File: config.mk
export PLATFORM = sky130hd
export DESIGN_NAME = usb_low_power_state_indicator
export DESIGN_NICKNAME = d
export VERILOG_FILES = /design/src/verilog/lp_state_pkg.sv /design/src/verilog/idle_detect.sv /design/src/verilog/usb_low_power_state_indicator.sv
export SDC_FILE = /design/constraint.sdc
export NUM_CORES = 1
export LEC_CHECK = 0
export ABC_AREA = 1
export ABC_CLOCK_PERIOD_IN_PS = 1700
export BUFFER_PORTS_ARGS = -buffer_cell sky130_fd_sc_hd__buf_2
export CAP_MARGIN = 20
export CORE_ASPECT_RATIO = 0.9
export CORE_MARGIN = 3
export CORE_UTILIZATION = 47
export DETAILED_ROUTE_END_ITERATION = 7
export GPL_TIMING_DRIVEN = 0
export PLACE_DENSITY = 0.79
export SYNTH_ARGS = -nofsm -noshare
export SYNTH_HDL_FRONTEND = slang
export SYNTH_SLANG_ARGS = --single-unit
File: constraint.sdc
create_clock -name clk -period 1.7 [get_ports clk]
set_clock_uncertainty 0.05 [all_clocks]
set_input_delay 0.34 -clock clk [delete_from_list [all_inputs] [get_ports clk]]
set_output_delay 0.34 -clock clk [all_outputs]
set_load 0.02 [all_outputs]
File: src/verilog/lp_state_pkg.sv
// Purpose: Shared constants and types for the low-power state indicator block
// Assumes: 25 MHz device clock, synchronous active-high reset
// Notes:   Times are kept in their own units and turned into cycle counts here
`default_nettype none
package lp_state_pkg;

  localparam int CLK_HZ          = 25_000_000;
  // Idle time before suspend, microseconds
  localparam int SUSPEND_IDLE_US = 3_000;
  // Longer than 3 ms means strictly more cycles than the figure
  localparam int SUSPEND_IDLE_CYC = (SUSPEND_IDLE_US * (CLK_HZ / 1_000_000)) + 1;
  localparam int IDLE_CNT_W      = 18;
  localparam int GPIO_N          = 8;

  localparam logic [IDLE_CNT_W-1:0] IDLE_CNT_RST = 18'h0_0000;
  localparam logic [GPIO_N-1:0]     GPIO_RST     = 8'h00;

  typedef enum logic [2:0] {
    ST_UNCONF  = 3'b001,
    ST_ACTIVE  = 3'b010,
    ST_SUSPEND = 3'b100
  } lp_state_type;

  typedef struct packed {
    logic busIdle;
    logic resumeDet;
    logic resumeGen;
    logic busReset;
    logic configDone;
  } bus_events_type;

  typedef struct packed {
    logic [GPIO_N-1:0] dir;
    logic [GPIO_N-1:0] level;
  } gpio_cfg_type;

endpackage
`default_nettype wire

File: src/verilog/idle_detect.sv
// Purpose: Counts continuous bus idle and flags a suspend request
// Assumes: busIdle already synchronised to clk
// Notes:   Flag is a level, held while idle continues past the limit
`default_nettype none
module idle_detect
  import lp_state_pkg::*;
(
  // Clock and reset
  input  wire logic clk,
  input  wire logic rst,
  // Bus state
  input  wire logic busIdle,
  output var  logic suspendSeen
);

  typedef struct packed {
    logic [IDLE_CNT_W-1:0] cnt;
    logic                  seen;
  } idle_state_type;

  idle_state_type st_ff;
  idle_state_type nxt_st;

  localparam logic [IDLE_CNT_W-1:0] LIMIT = IDLE_CNT_W'(SUSPEND_IDLE_CYC);

  always_comb begin
    nxt_st = st_ff;
    if (!busIdle) begin
      nxt_st.cnt  = IDLE_CNT_RST;
      nxt_st.seen = 1'b0;
    end else if (st_ff.cnt == LIMIT) begin
      nxt_st.seen = 1'b1;
    end else begin
      nxt_st.cnt = st_ff.cnt + 1'b1;
    end
  end

  always_ff @(posedge clk) begin
    if (rst) begin
      st_ff <= '{cnt: IDLE_CNT_RST, seen: 1'b0};
    end else begin
      st_ff <= nxt_st;
    end
  end

  assign suspendSeen = st_ff.seen;

endmodule // idle_detect
`default_nettype wire

File: src/verilog/usb_low_power_state_indicator.sv
// Purpose: Tracks the USB low-power state and drives the two state indicators
// Assumes: Bus event inputs come from the USB core on clk; busIdle is a raw line
// Notes:   Pads resolve tri-state and the weak pull to io_supply_rail
//
// Operation
// - Suspend signaling moves device into low power
// - Entering low power asserts both indicators
// - After reset indicators held until configuration done
// - Active-high indicator one when suspended or unconfigured, else zero
// - Active-low indicator always complements active-high
// - Resume, bus reset, device reset leave suspend
// - Indicator drivers disabled during reset, weak pull
// - General-purpose pins hold state while suspended
`default_nettype none
module usb_low_power_state_indicator
  import lp_state_pkg::*;
(
  // Clock and reset
  input  wire logic         clk,
  input  wire logic         rst,
  // USB core events
  input  wire bus_events_type busEvents,
  // GPIO configuration from the core
  input  wire gpio_cfg_type gpioCfgIn,
  input  wire logic         gpioCfgWrite,
  // Indicator pads
  output var  logic         suspendOut,
  output var  logic         suspendOutEn,
  output var  logic         suspendN,
  output var  logic         suspendNEn,
  // Held GPIO configuration and low-power flag
  output var  gpio_cfg_type gpioCfgOut,
  output var  logic         lowPower
);

  // ****************************************
  // Input synchronisation and idle detect
  // ****************************************
  typedef struct packed {
    logic         idleMeta;
    logic         idleSync;
    lp_state_type state;
    logic         ind;
    logic         indN;
    logic         drvEn;
    gpio_cfg_type gpio;
  } top_state_type;

  top_state_type st_ff;
  top_state_type nxt_st;
  logic          suspendSeen;

  idle_detect u_idle (
    .clk         (clk),
    .rst         (rst),
    .busIdle     (st_ff.idleSync),
    .suspendSeen (suspendSeen)
  );

  // ****************************************
  // State machine and indicators
  // ****************************************
  always_comb begin
    nxt_st          = st_ff;
    // Raw line only feeds the first stage
    nxt_st.idleMeta = busEvents.busIdle;
    nxt_st.idleSync = st_ff.idleMeta;
    nxt_st.drvEn    = 1'b1;
    case (st_ff.state)
      ST_UNCONF: begin
        if (busEvents.configDone) begin
          nxt_st.state = ST_ACTIVE;
        end
      end
      ST_ACTIVE: begin
        if (suspendSeen && !busEvents.busReset) begin
          nxt_st.state = ST_SUSPEND;
        end
      end
      ST_SUSPEND: begin
        if (busEvents.resumeDet || busEvents.resumeGen || busEvents.busReset) begin
          nxt_st.state = ST_ACTIVE;
        end
      end
      default: begin
        nxt_st.state = ST_UNCONF;
      end
    endcase
    nxt_st.ind = (nxt_st.state != ST_ACTIVE);
    // complement in its own flop, so the pin has no gate after it
    nxt_st.indN = ~nxt_st.ind;
    if (gpioCfgWrite && nxt_st.state != ST_SUSPEND && st_ff.state != ST_SUSPEND) begin
      nxt_st.gpio = gpioCfgIn;
    end
  end

  always_ff @(posedge clk) begin
    if (rst) begin
      st_ff <= '{idleMeta: 1'b0, idleSync: 1'b0, state: ST_UNCONF, ind: 1'b1,
                 indN: 1'b0, drvEn: 1'b0, gpio: '{dir: GPIO_RST, level: GPIO_RST}};
    end else begin
      st_ff <= nxt_st;
    end
  end

  assign suspendOut   = st_ff.ind;
  assign suspendN     = st_ff.indN;
  assign suspendOutEn = st_ff.drvEn;
  assign suspendNEn   = st_ff.drvEn;
  assign gpioCfgOut   = st_ff.gpio;
  assign lowPower     = st_ff.ind;

endmodule // usb_low_power_state_indicator
`default_nettype wire

==> results.toml <==
[run_status]
outcome = "finished, final reports clean"

[sta]
period_needed_ns = 1.50
finalHoldViolations = 0
worst_slew_pin_slew_ns = 0.394
max_freq_ghz = 0.667
slew_viol_final = 0
fin_crit_sh = 0.881
setup_tns_ns = 0
slew_headroom = 0.737
rsz0062_at_grt = "false"
hold_slack_ns = 0.202
setup_violations = 0
finalWorstSetupSlack_ns = 0.201

[clock_tree]
postCtsHoldBufs = 0
root_buffer = "clkbuf_8"
insertion_delay_ns = 0.29
cts_sinks = 43
cts_made_buffers = 5
tritoncts = "yes"
clk_transition_reported_paths_ns = 0.08
cts_max_level = 2
cts.path.max_buffers = 2
post_cts_buffers = 0

[worst_setup_path]
startpoint_type = "register"
cp_data_arrival_time_ns = 1.62
worst_path_max_delay_cell = "dfxtp_2"
cp_cell_sequence = "ha_1, nand3_2, nor2_4, nand2_2, nor2_1, nand2_1, nand2_1, nor2_1"
reg2reg_depth = 8
max_stage_delay_ns = 0.42
r2r-end = "u_idle.st_ff[15]$_SDFFE_PP0P_"
crit-reg2reg-launch = "u_idle.st_ff[1]$_SDFFE_PP0P_"
critPathTopFamily = "simple AND/OR/NAND/NOR gates"
reg2reg_slack_ns = 0.20
worstSetupPathType = "reg2reg"
critPathBufInv = 0
startpoint = "u_idle.st_ff[1]$_SDFFE_PP0P_"
end_kind = "register"
crit_fanout = 8
critPathRequiredTime_ns = 1.82

[worst_hold_path]
min_path_cells = 3
hp-class = "in2reg"
hold_path_end = "nxt_st[22]$_SDFF_PP0_"
hold_path_startpoint = "busEvents[4]"

[power_and_ir_drop]
pwr-share-clk = 0.413
irDropWorstVdd_v = 0.000613
p_int_mw = 1.75
combPwrFrac = 0.114
power.switching_mw = 0.508
p_total_mw = 2.26
p_per_area_nw_per_um2 = 876
p_leak_nw = 1.19
p_seq_frac = 0.472
switching_share = 0.225

[synthesis]
synth-seq-area-share = 0.400
yosysWarningCount = 0
avgSynthCellArea_sq_um = 6.88
syn_nets = 339
synth_cell_types = 26
syn_inst = 313
synth_seq_cells = 43
syn-cell-area_sq_um = 2150

[finish]
final_cell_mix = "nand2_1, nor2_1, buf_2, inv_1, dfxtp_1"
final_cell_area_sq_um = 2580
stdcell_count = 425
nets = 390
layout_commonest_cell = "nand2_1"
fin_util = 0.609
drive_gt1_frac = 0.255
antennaDiodeCount = 0
area_delta_synth_final_pct = 19.9

[floorplan]
core_sq_um = 4240
row_count = 22
die-width_microns = 77.4
die_y_microns = 70.2
io_pins = 45
initial_core_util = 0.508
die_area_sq_um = 5430

[global_routing]
overflow = 0
grt_max_degree = 14
grt_usage = 0.175
grt_pass1_wl_mm = 7.77
grt_pass1_vias = 1843
antenna_found_initial = 0

[placement]
dpl_cell_area_sq_um = 2450
placedCellCount = 417
post-place-ws_ns = 0.122
routabilityCongestion = 0.892
port_buffers = 44
dp_hpwl_mm = 3.22

[route]
via_per_inst = 4.57
wl_per_cell_microns = 10.1
ant_nets = 0
drc = 0
wl_mm = 4.30
vias = 1941
first_pass_iters = 4
dr.first_iter.drc_count = 88

[flow_run]
cap_violations = 0
worst reg2reg max path: stages (launching register included):
cell	delay [ns]
dfxtp_2	0.42
ha_1	0.22
nand3_2	0.14
nor2_4	0.15
nand2_2	0.11
nor2_1	0.13
nand2_1	0.06
nand2_1	0.06
nor2_1	0.03
synth_stat cells (all sizes together):
master	instances	area, sq um
o221ai	1	8.76
o21ai	9	48.8
nand4	8	50.1
buf	23	179
nand3b	2	27.5
nor2	65	267
and2	2	12.5
nand3	12	70.1
ha	2	25.0
a21oi	13	65.1
inv	46	173
nor3	7	45.0
xor2	1	8.76
dfxtp	43	861
o211ai	1	7.51
nand2	78	305
kinds of logic (layout without fill, tap and decap cells):
group,Yosys count,in the layout,synth area share
compound gates,24,24,0.0604
buf+inv,69,121,0.163
xor+xnor,1,1,0.00407
flops,43,43,0.400
fa+ha+maj,2,2,0.0116
simple gates,174,174,0.361
state kept, by name, summed over array words and instances, names as in the netlist:
name,cells
gpioCfgOut,16
lowPower,1
nxt_st,1
st_ff,4
suspendN,1
suspendNEn,1
u_idle.st_ff,18
u_idle.suspendSeen,1
power groups by stage:
stage	Combinational [mW]	Sequential [mW]	Clock [mW]
final	0.259	1.07	0.935
after floorplan	0.176	1.09	0
after global placement	0.258	1.09	0
after detailed placement	0.260	1.09	0
after global routing	0.291	1.08	0.994
after CTS	0.262	1.07	0.957
per-layer routing:
| layer | vias to the layer above | track usage | routed length [microns] |
|---|---|---|---|
| li1 | 1046 | - | - |
| met1 | 851 | 0.222 | 2060 |
| met2 | 40 | 0.290 | 1980 |
| met3 | 4 | 0.0412 | 210 |
| met4 | 0 | 0.0652 | 44 |
| met5 | - | 0 | 0 |
worst max-delay path by stage:
stage,cells past startpoint,end
after floorplan,8,u_idle.st_ff[15]$_SDFFE_PP0P_
after global placement,6,u_idle.st_ff[17]$_SDFFE_PP0P_
after detailed placement,6,u_idle.st_ff[17]$_SDFFE_PP0P_
after CTS,8,u_idle.st_ff[15]$_SDFFE_PP0P_
after global routing,6,u_idle.st_ff[17]$_SDFFE_PP0P_
final,8,u_idle.st_ff[15]$_SDFFE_PP0P_
area by class of cell:
cell class / count / area, sq um
tap: 60 / 75.1
sequential: 43 / 862
fill: 422 / 1660
inverter: 46 / 173
multi-input combinational: 201 / 941
clock buffer: 6 / 72.6
timing repair buffer: 44 / 220
buffer: 23 / 179
clock inverter: 2 / 60.1
timing repair:
action	in CTS	in global routing
hold endpoints to repair	0	0
setup endpoints to repair	0	2
resized for setup	0	1
Note: power is estimated with default switching activity, not from simulation.
